File: src/shared/scss_pkg.sv
// Package with register map, field layout and timing constants of the clock selector
`default_nettype none
package scss_pkg;
  localparam logic [11:0] SCSS_OFF_SYS_CTRL = 12'h000;
  localparam logic [11:0] SCSS_OFF_FAST_CTRL = 12'h004;
  localparam logic [11:0] SCSS_OFF_XTAL_CTRL = 12'h008;
  localparam logic [11:0] SCSS_OFF_PIN_CTRL = 12'h00c;
  localparam logic [11:0] SCSS_OFF_STATUS = 12'h010;

  localparam int SCSS_SEL_POS = 5;
  localparam int SCSS_SLOW_SRC_POS = 2;
  localparam int SCSS_FAST_IDLE_POS = 1;
  localparam int SCSS_SLOW_IDLE_POS = 0;
  localparam int SCSS_FREQ_POS = 2;
  localparam int SCSS_STABLE_POS = 1;
  localparam int SCSS_ENABLE_POS = 0;
  localparam int SCSS_PIN_XTAL_POS = 0;

  localparam logic [2:0] SCSS_SEL_FAST = 3'h0;
  localparam logic [2:0] SCSS_SEL_SUB = 3'h7;
  localparam logic [2:0] SCSS_SEL_RST = 3'h0;
  localparam logic SCSS_SLOW_SRC_RST = 1'b0;
  localparam logic SCSS_FAST_EN_RST = 1'b1;
  localparam logic [1:0] SCSS_FREQ_RST = 2'h0;
  localparam logic [1:0] SCSS_FREQ_8A = 2'h0;
  localparam logic [1:0] SCSS_FREQ_12 = 2'h1;
  localparam logic [1:0] SCSS_FREQ_16 = 2'h2;
  localparam logic [1:0] SCSS_FREQ_8B = 2'h3;

  localparam int SCSS_DIV_W = 6;
  localparam int SCSS_CLK_PERIOD_NS = 4;
  localparam int SCSS_FAST_SETTLE_NS = 16000;
  localparam int SCSS_FAST_SETTLE_CYC =
    (SCSS_FAST_SETTLE_NS + SCSS_CLK_PERIOD_NS - 1) / SCSS_CLK_PERIOD_NS;
  localparam int SCSS_XTAL_STARTUP_US = 1000;
  localparam int SCSS_XTAL_STARTUP_CYC =
    (SCSS_XTAL_STARTUP_US * 1000 + SCSS_CLK_PERIOD_NS - 1) / SCSS_CLK_PERIOD_NS;

  typedef enum logic [1:0] {
    SCSS_SW_IDLE = 2'b00,
    SCSS_SW_OLD = 2'b01,
    SCSS_SW_NEW = 2'b11
  } scss_sw_state_t;

  typedef struct packed {
    logic [2:0] sel;
    logic slow_src;
    logic fast_idle_en;
    logic slow_idle_en;
  } scss_sys_ctrl_t;
endpackage : scss_pkg
`default_nettype wire

File: src/rtl/scss_top.sv
// Clock source selector with APB registers, oscillator control and glitch-free mux
// How it works
// - Core clock comes from fast or sub clock per three-bit select field.
// - Fast clock divided by 2 to 64 offered as core clock choices.
// - Sub clock is slow crystal or slow RC per slow source select bit.
// - Fast RC frequency 8, 12 or 16 MHz set by the fast control register; the strap option only flags a mismatch.
// - Slow crystal starts on enable, usable only after start-up delay.
// - One fast and one slow oscillator always selected, never none.
// - Selection may change at run time without reset.
// - On sub clock, fast RC stops or runs per its enable bit.
// - Halt gates the core clock; timer clocks keep running.
// - Watchdog and time base get their own oscillator clocks.
// - Pin-share bit or a running crystal hands crystal pins to crystal, else general I/O.
// - Select codes 0..6 are fast divided by 1..64, code 7 sub.
// - Slow source bit 0 is slow RC, 1 crystal; resets to 0.
// - Frequency field 0 and 3 mean 8 MHz, 1 12 MHz, 2 16 MHz.
// - New fast RC frequency used only once stable flag is 1.
`timescale 1ns/1ns
`default_nettype none
module scss_top
  import scss_pkg::*;
#(
  parameter int unsigned XTAL_STARTUP_CYCLES = SCSS_XTAL_STARTUP_CYC
) (
  input wire logic sys_clk,
  input wire logic reset_n,
  input wire logic [11:0] paddr,
  input wire logic psel,
  input wire logic penable,
  input wire logic pwrite,
  input wire logic [31:0] pwdata,
  output logic pready,
  output logic [31:0] prdata,
  output logic pslverr,
  input wire logic fast_rc_clk,
  input wire logic slow_rc_clk,
  input wire logic slow_crystal_clk,
  input wire logic [1:0] fast_rc_option,
  input wire logic cpu_halt,
  output logic core_system_clock,
  output logic fast_clock,
  output logic [5:0] fast_div_clock,
  output logic sub_clock,
  output logic wdt_clock,
  output logic time_base_clock,
  output logic fast_rc_enable,
  output logic [1:0] fast_rc_freq_select,
  output logic [1:0] fast_rc_freq_applied,
  output logic slow_crystal_enable,
  output logic fast_idle_enable,
  output logic slow_idle_enable,
  input wire logic crystal_in_pin_i,
  output logic crystal_in_pin_o,
  output logic crystal_in_pin_oe,
  input wire logic crystal_out_pin_i,
  output logic crystal_out_pin_o,
  output logic crystal_out_pin_oe,
  input wire logic [1:0] gpio_out,
  input wire logic [1:0] gpio_oe,
  output logic [1:0] gpio_in,
  output logic crystal_pins_owned
);

  function automatic logic scss_src(input logic [3:0] key, input logic fast_c,
                                    input logic [5:0] cnt, input logic rc_c,
                                    input logic xt_c);
    logic [2:0] sel;
    logic res;
    sel = key[3:1];
    res = 1'b0;
    case (sel)
      SCSS_SEL_FAST: res = fast_c;
      SCSS_SEL_SUB: res = key[0] ? xt_c : rc_c;
      default: res = cnt[3'(sel - 3'h1)];
    endcase
    return res;
  endfunction : scss_src

  function automatic logic [4:0] scss_mhz(input logic [1:0] code);
    logic [4:0] mhz;
    mhz = 5'h08;
    case (code)
      SCSS_FREQ_12: mhz = 5'h0c;
      SCSS_FREQ_16: mhz = 5'h10;
      default: mhz = 5'h08;
    endcase
    return mhz;
  endfunction : scss_mhz

  // Oscillator inputs are asynchronous, two stages then an edge stage
  logic [2:0] sync1_ff;
  logic [2:0] sync2_ff;
  logic fast_prev_ff;
  scss_sys_ctrl_t ctrl_ff;
  logic fast_en_ff;
  logic [1:0] freq_ff;
  logic [1:0] applied_ff;
  logic fast_stable_ff;
  logic [11:0] fast_cnt_ff;
  logic fast_on_prev_ff;
  logic xtal_en_ff;
  logic xtal_stable_ff;
  logic [19:0] xtal_cnt_ff;
  logic pin_xtal_ff;
  logic [1:0] cfg_ff;
  logic cfg_done_ff;
  logic [5:0] div_ff;
  logic [3:0] cur_key_ff;
  scss_sw_state_t state_ff;
  scss_sw_state_t nxt_state;
  logic core_clk_ff;
  logic run_ff;
  logic [31:0] prdata_ff;

  wire logic fast_s = sync2_ff[0];
  wire logic rc_s = sync2_ff[1];
  wire logic xt_s = sync2_ff[2];
  wire logic wr_acc = psel & penable & pwrite;
  wire logic rd_setup = psel & ~penable & ~pwrite;
  wire logic hit_sys = (paddr == SCSS_OFF_SYS_CTRL);
  wire logic hit_fast = (paddr == SCSS_OFF_FAST_CTRL);
  wire logic hit_xtal = (paddr == SCSS_OFF_XTAL_CTRL);
  wire logic hit_pin = (paddr == SCSS_OFF_PIN_CTRL);
  wire logic hit_stat = (paddr == SCSS_OFF_STATUS);
  wire logic mapped = hit_sys | hit_fast | hit_xtal | hit_pin | hit_stat;
  wire logic wr_sys = wr_acc & hit_sys;
  wire logic wr_fast = wr_acc & hit_fast;
  wire logic wr_xtal = wr_acc & hit_xtal;
  wire logic wr_pin = wr_acc & hit_pin;

  wire logic cur_on_sub = (cur_key_ff[3:1] == SCSS_SEL_SUB);
  wire logic cur_on_xtal = cur_on_sub & cur_key_ff[0];
  // Fast RC held on while any fast-derived core clock is selected or in flight
  wire logic fast_on = fast_en_ff | ~cur_on_sub | (ctrl_ff.sel != SCSS_SEL_SUB);
  wire logic xtal_on = xtal_en_ff | cur_on_xtal;
  // Crystal not yet started falls back to the slow RC, so sub clock never starves
  wire logic sub_src_eff = ctrl_ff.slow_src & xtal_stable_ff;
  wire logic fast_g = fast_s & fast_stable_ff;
  wire logic fast_rise = fast_s & ~fast_prev_ff;
  wire logic sub_w = sub_src_eff ? xt_s : rc_s;
  wire logic [3:0] tgt_key = {ctrl_ff.sel, sub_src_eff};
  wire logic src_cur = scss_src(cur_key_ff, fast_g, div_ff, rc_s, xt_s);
  wire logic src_tgt = scss_src(tgt_key, fast_g, div_ff, rc_s, xt_s);
  wire logic fast_restart = (fast_on & ~fast_on_prev_ff) |
                            (wr_fast & (pwdata[SCSS_FREQ_POS+:2] != freq_ff));
  wire logic cfg_mismatch = (scss_mhz(freq_ff) != scss_mhz(cfg_ff));
  wire logic pins_xtal = pin_xtal_ff | xtal_on;

  always_ff @(posedge sys_clk) begin
    if (!reset_n) begin
      sync1_ff <= 3'h0;
      sync2_ff <= 3'h0;
      fast_prev_ff <= 1'b0;
    end else begin
      sync1_ff <= {slow_crystal_clk, slow_rc_clk, fast_rc_clk};
      sync2_ff <= sync1_ff;
      fast_prev_ff <= fast_s;
    end
  end

  // Strap is caught after reset release, once
  always_ff @(posedge sys_clk) begin
    if (!reset_n) begin
      cfg_ff <= SCSS_FREQ_RST;
      cfg_done_ff <= 1'b0;
    end else if (!cfg_done_ff) begin
      cfg_ff <= fast_rc_option;
      cfg_done_ff <= 1'b1;
    end
  end

  always_ff @(posedge sys_clk) begin
    if (!reset_n) begin
      ctrl_ff <= '{sel: SCSS_SEL_RST, slow_src: SCSS_SLOW_SRC_RST,
                   fast_idle_en: 1'b0, slow_idle_en: 1'b0};
      fast_en_ff <= SCSS_FAST_EN_RST;
      freq_ff <= SCSS_FREQ_RST;
      xtal_en_ff <= 1'b0;
      pin_xtal_ff <= 1'b0;
    end else begin
      if (wr_sys) begin
        ctrl_ff <= scss_sys_ctrl_t'({pwdata[SCSS_SEL_POS+:3], pwdata[SCSS_SLOW_SRC_POS],
                                     pwdata[SCSS_FAST_IDLE_POS], pwdata[SCSS_SLOW_IDLE_POS]});
      end
      if (wr_fast) begin
        fast_en_ff <= pwdata[SCSS_ENABLE_POS];
        freq_ff <= pwdata[SCSS_FREQ_POS+:2];
      end
      if (wr_xtal) begin
        xtal_en_ff <= pwdata[SCSS_ENABLE_POS];
      end
      if (wr_pin) begin
        pin_xtal_ff <= pwdata[SCSS_PIN_XTAL_POS];
      end
    end
  end

  // Fast RC settle timer restarts on start-up and on every frequency change
  always_ff @(posedge sys_clk) begin
    if (!reset_n) begin
      fast_on_prev_ff <= 1'b0;
      fast_cnt_ff <= 12'h000;
      fast_stable_ff <= 1'b0;
      applied_ff <= SCSS_FREQ_RST;
    end else begin
      fast_on_prev_ff <= fast_on;
      if (!fast_on || fast_restart) begin
        fast_cnt_ff <= 12'h000;
        fast_stable_ff <= 1'b0;
      end else if (!fast_stable_ff) begin
        if (fast_cnt_ff == 12'(SCSS_FAST_SETTLE_CYC - 1)) begin
          fast_stable_ff <= 1'b1;
          applied_ff <= freq_ff;
        end else begin
          fast_cnt_ff <= fast_cnt_ff + 12'h001;
        end
      end
    end
  end

  always_ff @(posedge sys_clk) begin
    if (!reset_n) begin
      xtal_cnt_ff <= 20'h00000;
      xtal_stable_ff <= 1'b0;
    end else if (!xtal_on) begin
      xtal_cnt_ff <= 20'h00000;
      xtal_stable_ff <= 1'b0;
    end else if (!xtal_stable_ff) begin
      if (xtal_cnt_ff == 20'(XTAL_STARTUP_CYCLES - 1)) begin
        xtal_stable_ff <= 1'b1;
      end else begin
        xtal_cnt_ff <= xtal_cnt_ff + 20'h00001;
      end
    end
  end

  // Ripple-free divider: all taps move on the same sampled fast edge
  always_ff @(posedge sys_clk) begin
    if (!reset_n) begin
      div_ff <= 6'h00;
    end else if (fast_rise && fast_stable_ff) begin
      div_ff <= div_ff + 6'h01;
    end
  end

  always_comb begin
    nxt_state = state_ff;
    case (state_ff)
      SCSS_SW_IDLE: if (tgt_key != cur_key_ff) nxt_state = SCSS_SW_OLD;
      SCSS_SW_OLD: if (!src_cur) nxt_state = SCSS_SW_NEW;
      SCSS_SW_NEW: if (!src_tgt) nxt_state = SCSS_SW_IDLE;
      default: nxt_state = SCSS_SW_IDLE;
    endcase
  end

  // Output is frozen low from the old clock's low phase to the new clock's low phase
  wire logic nxt_core_raw = (state_ff == SCSS_SW_OLD) ? (src_cur & nxt_state == SCSS_SW_OLD) :
                            (state_ff == SCSS_SW_NEW) ? 1'b0 : src_cur;
  wire logic nxt_run = core_clk_ff ? run_ff : ~cpu_halt;

  always_ff @(posedge sys_clk) begin
    if (!reset_n) begin
      state_ff <= SCSS_SW_IDLE;
      cur_key_ff <= {SCSS_SEL_RST, SCSS_SLOW_SRC_RST};
      core_clk_ff <= 1'b0;
      run_ff <= 1'b1;
    end else begin
      state_ff <= nxt_state;
      if (state_ff == SCSS_SW_NEW && !src_tgt) begin
        cur_key_ff <= tgt_key;
      end
      run_ff <= nxt_run;
      core_clk_ff <= nxt_core_raw & nxt_run;
    end
  end

  always_ff @(posedge sys_clk) begin
    if (!reset_n) begin
      prdata_ff <= 32'h0000_0000;
    end else if (rd_setup) begin
      prdata_ff <= 32'h0000_0000;
      if (hit_sys) prdata_ff[7:0] <= {ctrl_ff.sel, 2'b00, ctrl_ff.slow_src,
                                      ctrl_ff.fast_idle_en, ctrl_ff.slow_idle_en};
      if (hit_fast) prdata_ff[3:0] <= {freq_ff, fast_stable_ff, fast_en_ff};
      if (hit_xtal) prdata_ff[1:0] <= {xtal_stable_ff, xtal_en_ff};
      if (hit_pin) prdata_ff[0] <= pin_xtal_ff;
      if (hit_stat) prdata_ff[7:0] <= {cfg_mismatch, state_ff != SCSS_SW_IDLE, 2'b00, cur_key_ff};
    end
  end

  assign pready = 1'b1;
  assign pslverr = psel & penable & ~mapped;
  assign prdata = prdata_ff;
  assign core_system_clock = core_clk_ff;
  assign fast_clock = fast_g;
  assign fast_div_clock = div_ff;
  assign sub_clock = sub_w;
  assign wdt_clock = rc_s;
  assign time_base_clock = sub_w;
  assign fast_rc_enable = fast_on;
  assign fast_rc_freq_select = freq_ff;
  assign fast_rc_freq_applied = applied_ff;
  assign slow_crystal_enable = xtal_on;
  assign fast_idle_enable = ctrl_ff.fast_idle_en;
  assign slow_idle_enable = ctrl_ff.slow_idle_en;
  // Crystal owns the pins as analog nodes, so digital drivers are released
  assign crystal_in_pin_o = gpio_out[0];
  assign crystal_out_pin_o = gpio_out[1];
  assign crystal_in_pin_oe = gpio_oe[0] & ~pins_xtal;
  assign crystal_out_pin_oe = gpio_oe[1] & ~pins_xtal;
  assign gpio_in = pins_xtal ? 2'h0 : {crystal_out_pin_i, crystal_in_pin_i};
  assign crystal_pins_owned = pins_xtal;

  AST_SWITCH_LOW: assert property (@(posedge sys_clk) disable iff (!reset_n)
    $changed(cur_key_ff) |-> !core_clk_ff && !$past(core_clk_ff))
    else $error("core clock switched while high");
  AST_SWITCH_START: assert property (@(posedge sys_clk) disable iff (!reset_n)
    (state_ff == SCSS_SW_IDLE && tgt_key != cur_key_ff) |=> state_ff == SCSS_SW_OLD)
    else $error("selection change not started");
  AST_FAST_ON: assert property (@(posedge sys_clk) disable iff (!reset_n)
    !cur_on_sub |-> fast_rc_enable)
    else $error("fast oscillator off while feeding core clock");
  AST_XTAL_ON: assert property (@(posedge sys_clk) disable iff (!reset_n)
    cur_on_xtal |-> slow_crystal_enable)
    else $error("crystal off while feeding sub clock");
  AST_FAST_GATED: assert property (@(posedge sys_clk) disable iff (!reset_n)
    !fast_stable_ff |-> !fast_clock)
    else $error("unstable fast clock used");
  // Divider may still step on the edge that clears the stable flag
  AST_DIV_HOLD: assert property (@(posedge sys_clk) disable iff (!reset_n)
    !$past(fast_stable_ff) |-> $stable(div_ff))
    else $error("divider ran on unstable fast clock");
  AST_XTAL_DELAY: assert property (@(posedge sys_clk) disable iff (!reset_n)
    $rose(xtal_stable_ff) |-> $past(xtal_cnt_ff) == 20'(XTAL_STARTUP_CYCLES - 1))
    else $error("crystal usable before start-up delay");
  AST_HALT_GATE: assert property (@(posedge sys_clk) disable iff (!reset_n)
    (cpu_halt && !core_clk_ff) |=> !core_clk_ff && !run_ff)
    else $error("core clock not gated in halt");
  AST_SUB_SRC: assert property (@(posedge sys_clk) disable iff (!reset_n)
    (cur_on_xtal && state_ff == SCSS_SW_IDLE && !cpu_halt) |=> core_system_clock == $past(xt_s))
    else $error("sub clock not from crystal");
  AST_PINS: assert property (@(posedge sys_clk) disable iff (!reset_n)
    slow_crystal_enable |-> !crystal_in_pin_oe && !crystal_out_pin_oe)
    else $error("crystal pins driven while crystal in use");
  AST_SLOW_RST: assert property (@(posedge sys_clk)
    $rose(reset_n) |-> !ctrl_ff.slow_src && ctrl_ff.sel == SCSS_SEL_FAST)
    else $error("select fields wrong after reset");

endmodule : scss_top
`default_nettype wire

File: config.mk
export PLATFORM = sky130hd
export DESIGN_NAME = scss_top
export DESIGN_NICKNAME = d
export VERILOG_FILES = /design/src/shared/scss_pkg.sv /design/src/rtl/scss_top.sv
export SDC_FILE = /design/constraint.sdc
export NUM_CORES = 1
export LEC_CHECK = 0
export BUFFER_PORTS_ARGS = -buffer_cell sky130_fd_sc_hd__buf_2
export CAP_MARGIN = 30
export CELL_PAD_IN_SITES_DETAIL_PLACEMENT = 0
export CELL_PAD_IN_SITES_GLOBAL_PLACEMENT = 1
export CORE_UTILIZATION = 38
export DETAILED_ROUTE_END_ITERATION = 6
export GPL_ROUTABILITY_DRIVEN = 0
export HOLD_SLACK_MARGIN = 0.02
export PLACE_DENSITY_LB_ADDON = 0.1
export REMOVE_ABC_BUFFERS = 1
export SKIP_LAST_GASP = 1
export SYNTH_ARGS = -nofsm -noshare
export SYNTH_HDL_FRONTEND = slang
export SYNTH_SLANG_ARGS = --single-unit
File: constraint.sdc
create_clock -name sys_clk -period 2.49 [get_ports sys_clk]
set_clock_uncertainty 0.1 [all_clocks]
set_input_delay 0.747 -clock sys_clk [delete_from_list [all_inputs] [get_ports sys_clk]]
set_output_delay 0.747 -clock sys_clk [all_outputs]
set_load 0.02 [all_outputs]
# --- Word-level counts from Yosys, hierarchy flattened ---
# Cells that the tools add are included.
word_totals:
  out_inout_bits: 60
  wordCells: 136
  input_bits: 61
  reg_bits: 80
op_classes:
  reduce_logical: 15
  mux: 28
  eq_ne: 19
  magnitude_cmp: 2
  n_addsub: 5
  bitwise: 42
op_table:
  columns: ["cell", "n"]
  rows:
  - ["$eq 12x4->1 const B", 2]
  - ["$add 20x1->20 const B", 1]
  - ["$eq 20x18->1 const B", 1]
  - ["$pmux 5 s2", 2]
  - ["$and 1x1->1", 19]
  - ["$mux 8", 2]
  - ["$not 1->1", 14]
  - ["$mux 1", 13]
  - ["$add 12x1->12 const B", 1]
  - ["$eq 12x12->1 const B", 1]
  - ["$eq 12x3->1 const B", 1]
  - ["$eq 12x5->1 const B", 1]
  - ["$logic_not 12->1", 1]
  - ["$mux 2", 5]
  - ["$or 1x1->1", 9]
  - ["$eq 2x1->1 const B", 4]
  - ["$lt 3x4->1 const B", 2]
  - ["$add 6x1->6 const B", 1]
  - ["$bmux 1 s3", 2]
  - ["$eq 2x2->1 const B", 3]
  - ["$eq 3x3->1 const B", 2]
  - ["$logic_not 3->1", 2]
  - ["$pmux 2 s3", 1]
  - ["$reduce_and 2->1", 3]
  - ["other kinds (14)", 18]

# --- Depth between registers and ports, before layout ---
# Gate-level depths: netlist of the first run.
logic_depth:
  ltp_word: 10
  mapped_depth: 8
  mapped_depth_nobuf: 7

# --- Worst setup path after synthesis of the first run ---
# OpenSTA, ideal clock, no wires.
synth_timing:
  kind: "input -> output"
  start: "in paddr[10]"
  end: "out pslverr"
  cell_stages: 4
  arrival_ns: 1.536
  setup_slack_ns: 0.107
  required_time_ns: 1.643
  n_path_buf: 1
  path_cell_list: "nor4_1 and3_1 buf_2 a21oi_1"
synth_via:
  elab_chain_cells: 7
  word_cells_on_any_way: 11
  classes_between: "4 x eq/ne; 6 x bitwise; 1 x reduce/logical"
synth_lines:
  columns: ["item", "line_no", "source"]
  rows:
  - ["from (decl)", "scss_top.sv:27", "input wire logic [11:0] paddr,"]
  - ["$eq 12x3->1 / $logic_not 12->1 (equally long branches)", "scss_top.sv:121, scss_top.sv:120", null]
  - ["$or 1x1->1 (3 in a row)", "scss_top.sv:125", "wire logic mapped = hit_sys | hit_fast | hit_xtal | hit_pin | hit_stat;"]
  - ["$or 1x1->1 *", "scss_top.sv:125", null]
  - ["$not 1->1 *", "scss_top.sv:292", "assign pslverr = psel & penable & ~mapped;"]
  - ["$and 1x1->1 *", "scss_top.sv:292", null]
  - ["to (decl)", "scss_top.sv:34", "output logic pslverr,"]
# Every way passes the cells marked *; elsewhere a longest branch is shown, timed or not.

# --- Final worst setup path of the first run ---
layout_timing:
  start: "reg ctrl_ff[3] in the netlist's numbering"
  end: "out fast_rc_enable"
layout_via:
  elab_chain_cells: 2
layout_lines:
  columns: ["item", "line_no", "source"]
  rows:
  - ["from (decl)", "scss_top.sv:94", "scss_sys_ctrl_t ctrl_ff;"]
  - ["from (signal assigned)", "scss_top.sv:174", "ctrl_ff <= '{sel: SCSS_SEL_RST, slow_src: SCSS_SLOW_SRC_RST,"]
  - ["from (signal assigned)", "scss_top.sv:182", "ctrl_ff <= scss_sys_ctrl_t'({pwdata[SCSS_SEL_POS+:3], pwdata[SCSS_SLOW_SRC_POS],"]
  - ["$ne 3x3->1", "scss_top.sv:134", "wire logic fast_on = fast_en_ff | ~cur_on_sub | (ctrl_ff.sel != SCSS_SEL_SUB);"]
  - ["$or 1x1->1", "scss_top.sv:134", null]
  - ["to (decl)", "scss_top.sv:46", "output logic fast_rc_enable,"]
# Every way passes these cells.

==> reports/qor.txt, run 1 <==
====================================================================================================
Adder-Cell Fraction of Synth Area                                                              2.68%
Number of vias in the routed layout                                                             3470
Register bit count reported by yosys                                                              79
First-pass GRT wire length                                                                   15.0 mm
Number of buffers created by CTS                                                                   9
Cell at the root of the clock tree                                                      sky130_fd_sc_hd__clkbuf_8
Clock-pin slew reported for the worst setup and hold paths after clock tree synthesis        0.08 ns
Die outline height                                                                            107 um
Portion of the post-synthesis area used by sequential elements                                 37.6%
Cell area after synthesis                                                                0.00420 mm2
Placeable core region                                                                     0.0108 mm2
Data arrival at the endpoint of the critical path                                            1.60 ns
Post-route core utilization                                                                    45.6%
Final-report max-slew violation count                                                              0
Number of nets in the final layout                                                               619
Cell Rows                                                                                         38
Gate count of the mapped netlist                                                                 478
Synthesized area per cell                                                                   8.79 um2
DR vias/cell                                                                                    5.00
Proportion of synthesized area in mux cells                                                    7.47%
Unrepaired setup endpoints after global routing                                                 true
Critical path class                                                                     register to primary output
Total of warnings raised by yosys                                                                  0
Crit end category                                                                       primary output
# clock sinks                                                                                     79
Maxcap violations                                                                                  0
Maximum clock frequency                                                                      409 MHz
Number of antenna diodes                                                                           0
H-tree levels                                                                                      3
Drt total wl                                                                                 9.44 mm
Largest net degree at the start of global routing                                                 20
Total I/O pin count                                                                              121
Fraction of layout cells with a size suffix above 1                                            24.0%
Port Buffer Count                                                                                 65
Simple-gate portion of the synthesized area                                                    23.5%
Data required time of the worst path                                                         1.64 ns
Number of nets with antenna violations after routing                                               0
Power density normalized to cell area                                                     489 mW/mm2
Aggregate global-route resource usage                                                          16.9%
Main combinational cell family by area after synthesis                                  simple AND/OR/NAND/NOR gates
Tightest Pin Transition                                                                     0.667 ns
Critical-path maximum fanout                                                                       5
Final period demand of the worst path                                                        2.44 ns
Static Leakage                                                                            0.00203 uW
Worst Setup Start Kind                                                                      register
Number of flops mapped to enable cells by yosys                                                    0
Setup violations, final                                                                            0
Slew HR                                                                                        55.0%
Later-pin clock latency in the skew report                                                   0.37 ns
Initial core utilization                                                                       38.9%
Routed length per instance                                                                   13.6 um
Async set-or-reset flop fraction in the synthesized netlist                                       0%
GRT Residual Overflow                                                                              0
Area share of xor/xnor cells in the synthesized design                                         7.71%
Layout overhead on the synthesized area                                                        17.2%
Number of distinct standard cells referenced by the synthesized netlist                           61
Number of cells after detailed placement                                                         677
Fin cells                                                                                        694
Initial antenna violation count                                                                    0
Number of detailed-routing iterations run before antenna repair                                    4
Vias in the first global route                                                                  3140
Flip-flop cell with the highest count after synthesis                                   sky130_fd_sc_hd__dfxtp_1
Horiz. Die Dim                                                                                107 um
Number of DRC violations after detailed-routing iteration 0                                      115
Compound-gate portion of the synthesized area                                                  11.7%
Max clock buf depth                                                                                2
Final count of hold timing violations                                                              0
Post-DP HPWL                                                                                 7.08 mm
Full die area                                                                             0.0115 mm2
Residual DRC                                                                                       0
VDD IR max                                                                                  0.254 mV
Worst hold path type                                                                    register to register
Hold-fix buffer count after cts                                                                    0
Result of the run                                                                       finished clean
Share of the clock period used by the worst path                                               98.1%
TritonCTS clock tree                                                                             yes
====================================================================================================
cells by family after synthesis:
family                     after synthesis
buffers and inverters                   68
other                                    2
adders and majority gates                9
DFF                                     79
muxes                                   27
AOI/OAI and AO/OA                       66
and+or+nand+nor                        190
xor gates and xnor gates                37
synth_stat cells (all sizes together) (4+ instances only):
cell type  count  area share (%)
and2          15             2.2
nand4b         4            0.83
clkbuf        13             1.2
nand3         14             1.7
mux2i         19             4.5
xnor2         24             5.0
a211oi         8             1.4
or3            5            0.74
o211ai         4            0.71
nor4bb         4            0.95
a31o           5             1.0
a21oi         19             2.3
o21ai          8            0.95
ha             9             2.7
dfxtp         79              38
inv           16             1.4
mux2           5             1.3
nor3           4            0.48
buf           39             6.5
nor2          57             5.1
xor2          13             2.7
nand2         40             3.6
and3          10             1.6
nand4         11             1.6
nor4           7             1.2
sequential cells by signal, indices dropped and copies added (netlist names), 2 cells and up:
register              cells
fast_rc_freq_select       2
ctrl_ff                   4
cfg_ff                    2
fast_rc_freq_applied      2
state_ff                  2
xtal_cnt_ff              20
sync1_ff                  3
fast_div_clock            6
prdata                    7
fast_cnt_ff              12
sync2_ff                  3
cur_key_ff                4
routing by layer:
metal  wire length (um)  share of wire [%]  GRT usage [%]
met5                  0                  0              0
met4                 99                1.0           4.99
met3                341                3.6           4.62
met2               4670                 49           29.6
met1               4330                 46           20.0
timing repair:
action / 4_1_cts / 5_1_grt
setup endpoints to repair: 6 / 6
resized for setup: 8 / 6
setup buffers: 0 / 1
layout by cell type, fill, tap and decap left out, types with 3 or more instances in the layout:
master	n
sky130_fd_sc_hd__dfxtp_1	77
sky130_fd_sc_hd__buf_2	63
sky130_fd_sc_hd__nor2_1	56
sky130_fd_sc_hd__nand2_1	40
sky130_fd_sc_hd__conb_1	26
sky130_fd_sc_hd__xnor2_1	24
sky130_fd_sc_hd__buf_4	23
sky130_fd_sc_hd__mux2i_1	19
sky130_fd_sc_hd__a21oi_1	19
sky130_fd_sc_hd__inv_1	16
sky130_fd_sc_hd__and2_1	15
sky130_fd_sc_hd__nand3_1	14
sky130_fd_sc_hd__xor2_1	13
sky130_fd_sc_hd__nand4_1	11
sky130_fd_sc_hd__clkbuf_8	10
sky130_fd_sc_hd__and3_1	9
sky130_fd_sc_hd__o21ai_0	8
sky130_fd_sc_hd__a211oi_1	8
sky130_fd_sc_hd__ha_1	7
sky130_fd_sc_hd__mux2_2	5
sky130_fd_sc_hd__nor4_1	5
sky130_fd_sc_hd__nor3_1	4
sky130_fd_sc_hd__nand4b_1	4
sky130_fd_sc_hd__nor4bb_1	4
sky130_fd_sc_hd__a31o_2	4
sky130_fd_sc_hd__or3_1	4
sky130_fd_sc_hd__o211ai_1	4
sky130_fd_sc_hd__nand3b_1	3
sky130_fd_sc_hd__mux4_2	3
sky130_fd_sc_hd__clkinvlp_4	3
final cells by class:
| type | count | area (um2) |
|---|---|---|
| Fill cell | 1118 | 5870 |
| Multi-Input combinational cell | 355 | 2370 |
| Sequential cell | 79 | 1590 |
| Timing Repair Buffer | 88 | 528 |
| Tap cell | 140 | 175 |
| Clock buffer | 11 | 141 |
| Inverter | 16 | 60.1 |
| Clock inverter | 5 | 57.6 |
worst paths after layout:
kind / start / endpoint / slack (ns) / depth (start not counted)
worst max register to register: ctrl_ff[3]$_SDFFE_PN0P_ / state_ff[1]$_SDFF_PN0_ / 0.30 / 6
worst max-delay path: ctrl_ff[3]$_SDFFE_PN0P_ / fast_rc_enable / 0.05 / 4
worst min-delay path: sync1_ff[1]$_SDFF_PN0_ / sync2_ff[1]$_SDFF_PN0_ / 0.34 / 1
worst min register to register: sync1_ff[1]$_SDFF_PN0_ / sync2_ff[1]$_SDFF_PN0_ / 0.34 / 1
where the power goes:
part           internal (uW)  leakage [uW]  switching (uW)  total [uW]
Clock                    489     0.0000916             483         972
Combinational           56.7       0.00130             101         158
Sequential              1270      0.000641            7.23        1280
Total                   1820       0.00203             592        2410
critical path, cell delays in order, from the launching register on:
cell                      delay [ns]
sky130_fd_sc_hd__dfxtp_4        0.38
sky130_fd_sc_hd__ha_2           0.19
sky130_fd_sc_hd__nand2_1        0.11
sky130_fd_sc_hd__or3_4          0.38
sky130_fd_sc_hd__buf_2          0.17
stage by stage:
stage / setup TNS [ns] / hold WS (ns) / total power [uW] / worst slack (ns) / cell area, um2
CTS: 0 / 0.342 / 2450 / 0.000456 / 4890
finish: 0 / 0.336 / 2410 / 0.0466 / 4920
global route: -0.0251 / 0.359 / 2510 / -0.0251 / 4920
floorplan: 0 / 0.312 / 1390 / 0.0827 / 3970
global placement: 0 / 0.319 / 1470 / 0.00162 / 4660
detailed placement: 0 / 0.322 / 1470 / 0.0108 / 4660
Power figures use the tool's default switching activity.
==> run 2, diff against run 1 <==
Settings changed: ABC_AREA set to 1, CORE_UTILIZATION 38 to 37.
==> reports/qor.txt, run 2 <==
====================================================================================================
Leading cell type in the layout, fill and taps excluded                                 sky130_fd_sc_hd__nand2_1   was sky130_fd_sc_hd__dfxtp_1
Main combinational cell family by area after synthesis                                  simple AND/OR/NAND/NOR gates   unchanged
Result of the run                                                                       finished clean   unchanged
Largest net degree at the start of global routing                                                 34   was 20
Number of detailed-routing iterations run before antenna repair                                    4   unchanged
H-tree levels                                                                                      3   unchanged
Gate count of the mapped netlist                                                                 707   was 478
Cell at the root of the clock tree                                                      sky130_fd_sc_hd__clkbuf_16   was sky130_fd_sc_hd__clkbuf_8
First-pass GRT wire length                                                                   18.7 mm   was 15.0 mm
Final period demand of the worst path                                                        2.44 ns   about the same
Max FFs per register                                                                              20   unchanged
Number of flops mapped to enable cells by yosys                                                    0   unchanged
Area contributors post-synth                                                            sky130_fd_sc_hd__dfxtp_1, sky130_fd_sc_hd__nand2_1, sky130_fd_sc_hd__nor2_1, sky130_fd_sc_hd__inv_1, sky130_fd_sc_hd__nand3_1   was sky130_fd_sc_hd__dfxtp_1, sky130_fd_sc_hd__buf_4, sky130_fd_sc_hd__nor2_1, sky130_fd_sc_hd__xnor2_1, sky130_fd_sc_hd__mux2i_1
Total of warnings raised by yosys                                                                  0   unchanged
Register bit count reported by yosys                                                              79   unchanged
Critical-path maximum fanout                                                                       5   unchanged
Synthesized area per cell                                                                   6.62 um2   was 8.79 um2
Final-report max-slew violation count                                                              0   unchanged
Total negative setup slack                                                                      0 ns   unchanged
Layout fillers                                                                                  1270   was 1118
Static Leakage                                                                            0.00234 uW   was 0.00203 uW
Reg-to-reg setup timing slack                                                                0.63 ns   was 0.30 ns
Number of buffers created by CTS                                                                   9   unchanged
Number of nets with antenna violations after routing                                               0   unchanged
Unrepaired setup endpoints after global routing                                                false   was true
Number of distinct standard cells referenced by the synthesized netlist                           37   was 61
VDD IR max                                                                                  0.351 mV   was 0.254 mV
Residual DRC                                                                                       0   unchanged
Max clock buf depth                                                                                2   unchanged
Async set-or-reset flop fraction in the synthesized netlist                                       0%   unchanged
Critical path class                                                                     input pin to primary output   was register to primary output
Most frequent cells in the layout                                                       sky130_fd_sc_hd__nand2_1, sky130_fd_sc_hd__inv_1, sky130_fd_sc_hd__nor2_1, sky130_fd_sc_hd__dfxtp_1, sky130_fd_sc_hd__buf_2   was sky130_fd_sc_hd__dfxtp_1, sky130_fd_sc_hd__buf_2, sky130_fd_sc_hd__nor2_1
Total I/O pin count                                                                              121   unchanged
Die outline height                                                                            114 um   was 107 um
# clock sinks                                                                                     79   unchanged
Initial core utilization                                                                       38.5%   was 38.9%
Final count of hold timing violations                                                              0   unchanged
Endpoint with the worst hold slack                                                      sync2_ff[2]$_SDFF_PN0_   was sync2_ff[1]$_SDFF_PN0_
Number of antenna diodes                                                                           0   unchanged
Clock-pin slew reported for the worst setup and hold paths after clock tree synthesis        0.06 ns   was 0.08 ns
Power density normalized to cell area                                                     530 mW/mm2   was 489 mW/mm2
Cell Rows                                                                                         40   was 38
Worst Setup Start Kind                                                                     input pin   was register
Cell area after synthesis                                                                0.00468 mm2   was 0.00420 mm2
Routed length per instance                                                                   11.9 um   was 13.6 um
Layout overhead on the synthesized area                                                        18.3%   was 17.2%
Overall Power                                                                                2940 uW   was 2410 uW
Number of DRC violations after detailed-routing iteration 0                                      177   was 115
Data required time of the worst path                                                         1.64 ns   about the same
FF-to-FF End                                                                            xtal_cnt_ff[3]$_SDFFE_PN0P_   was state_ff[1]$_SDFF_PN0_
Compound-gate portion of the synthesized area                                                  11.5%   was 11.7%
Proportion of synthesized area in mux cells                                                       0%   was 7.47%
List of most frequent post-synthesis cells                                              sky130_fd_sc_hd__nand2_1, sky130_fd_sc_hd__nor2_1, sky130_fd_sc_hd__inv_1   was sky130_fd_sc_hd__dfxtp_1, sky130_fd_sc_hd__nor2_1, sky130_fd_sc_hd__nand2_1
Worst-case reg-to-reg path depth                                                                   8   was 6
Simple-gate portion of the synthesized area                                                    34.3%   was 23.5%
Vias in the first global route                                                                  4058   was 3140
Hold-fix buffer count after cts                                                                    0   unchanged
Worst hold path type                                                                    register to register   unchanged
Portion of the post-synthesis area used by sequential elements                                 33.8%   was 37.6%
Horiz. Die Dim                                                                                114 um   was 107 um
Area share of xor/xnor cells in the synthesized design                                         4.30%   was 7.71%
Most common cell in the netlist                                                         sky130_fd_sc_hd__nand2_1   was sky130_fd_sc_hd__dfxtp_1
Drt total wl                                                                                 11.4 mm   was 9.44 mm
Top reg by flops                                                                         xtal_cnt_ff   unchanged
Aggregate global-route resource usage                                                          18.1%   was 16.9%
Launch instance of the worst register-to-register path                                  xtal_cnt_ff[0]$_SDFFE_PN0P_   was ctrl_ff[3]$_SDFFE_PN0P_
Launch point of the critical path                                                           paddr[3]   was ctrl_ff[3]$_SDFFE_PN0P_
Data arrival at the endpoint of the critical path                                            1.59 ns   was 1.60 ns
Setup violations, final                                                                            0   unchanged
Slew HR                                                                                        52.4%   was 55.0%
Full die area                                                                             0.0131 mm2   was 0.0115 mm2
Initial antenna violation count                                                                    0   unchanged
TritonCTS clock tree                                                                             yes   unchanged
Tightest Pin Transition                                                                     0.714 ns   was 0.667 ns
Share of the clock period used by the worst path                                               98.0%   was 98.1%
DR vias/cell                                                                                    4.66   was 5.00
Maximum clock frequency                                                                      410 MHz   was 409 MHz
Post-DP HPWL                                                                                 8.58 mm   was 7.08 mm
Adder-Cell Fraction of Synth Area                                                              2.41%   was 2.68%
Final Hold Slack                                                                            0.315 ns   was 0.336 ns
Maxcap violations                                                                                  0   unchanged
GRT Residual Overflow                                                                              0   unchanged
Min-delay src                                                                           sync1_ff[2]$_SDFF_PN0_   was sync1_ff[1]$_SDFF_PN0_
Placeable core region                                                                     0.0122 mm2   was 0.0108 mm2
Number of cells on the worst hold path                                                             2   was 1
Later-pin clock latency in the skew report                                                   0.34 ns   was 0.37 ns
Synth area leader                                                                       sky130_fd_sc_hd__dfxtp_1   unchanged
Fraction of layout cells with a size suffix above 1                                            19.0%   was 24.0%
Number of nets in the final layout                                                               856   was 619
Number of vias in the routed layout                                                             4470   was 3470
Port Buffer Count                                                                                 65   unchanged
Flip-flop cell with the highest count after synthesis                                   sky130_fd_sc_hd__dfxtp_1   unchanged
Crit end category                                                                       primary output   unchanged
Area share of the largest cell type after synthesis                                            33.8%   was 37.6%
====================================================================================================
## run 2: changes by cell type in the layout (fill, tap and decap cells not counted), moves of 19 or more
cell	delta
sky130_fd_sc_hd__nand2_1	+137
sky130_fd_sc_hd__inv_1	+64
sky130_fd_sc_hd__nand3_1	+40
sky130_fd_sc_hd__o21ai_0	+26
sky130_fd_sc_hd__a21oi_1	+24
sky130_fd_sc_hd__nor2_1	+23
sky130_fd_sc_hd__mux2i_1	-19
## run 2: worst max-delay path by stage
stage,to,slack (ns),cells past startpoint
4_1_cts,pslverr,0.02,8
6_report,pslverr,0.05,8
5_1_grt,pslverr,0.003,8
3_5_place_dp,pslverr,0.02,8
3_3_place_gp,pslverr,0.03,8
2_1_floorplan,pslverr,-0.02,6
## run 2: cells by family after synthesis
kind of cell    count (synthesis)
other cells                     2
compound gates                 96
buf+inv                       130
simple gates                  368
fa+ha+maj                       9
xor+xnor                       23
flops                          79
## run 2: where the power goes
| part | internal [uW] | switching, uW |
|---|---|---|
| registers | 1280 | 8.31 |
| clock network | 931 | 545 |
| logic | 55.6 | 117 |
## run 2: cell type report
| type | instances | area (um2) | area share [%] |
|---|---|---|---|
| clock buffers | 11 | 253 | 4.56 |
| multi-input cells | 522 | 2590 | 46.7 |
| repair buffers | 89 | 508 | 9.17 |
| inverters | 85 | 319 | 5.76 |
| well taps | 168 | 210 | 3.80 |
| clock inverters | 5 | 80.1 | 1.45 |
| flip-flops and latches | 79 | 1580 | 28.6 |
## run 2: repair_timing
item | 4_1_cts | 5_1_grt
setup endpoints to repair | 5 | 6
buffers inserted | 0 | 1
gates resized for setup | 2 | 8
pin swaps | 0 | 3
## run 2: layer usage
metal  GRT usage [%]  vias to the layer above  share of wire, %
li1                -                     2339                 -
met1            22.2                     2030                47
met2            31.3                       91                48
met3            4.82                       10               3.7
met4            5.02                        0               1.2
met5               0                        -                 0
## run 2: through the flow
| stage | std cells | utilization, % | cell area, um2 | setup slack [ns] |
|---|---|---|---|---|
| 2_1_floorplan | 686 | - | 4460 | -0.0179 |
| 3_3_place_gp | 942 | 42.5 | 5160 | 0.0323 |
| 3_5_place_dp | 942 | 42.5 | 5160 | 0.0219 |
| 4_1_cts | 958 | 45.2 | 5500 | 0.0206 |
| 5_1_grt | 959 | 45.5 | 5540 | 0.00303 |
| 6_report | 959 | 45.5 | 5540 | 0.0501 |
## run 2: worst max-delay path, stage by stage
cell                      delay (ns)
sky130_fd_sc_hd__buf_2          0.12
sky130_fd_sc_hd__nor2_1         0.05
sky130_fd_sc_hd__nand2_1        0.10
sky130_fd_sc_hd__nor2_4         0.06
sky130_fd_sc_hd__nand2_1        0.07
sky130_fd_sc_hd__nand2_1        0.06
sky130_fd_sc_hd__nor3_1         0.19
sky130_fd_sc_hd__buf_2          0.20
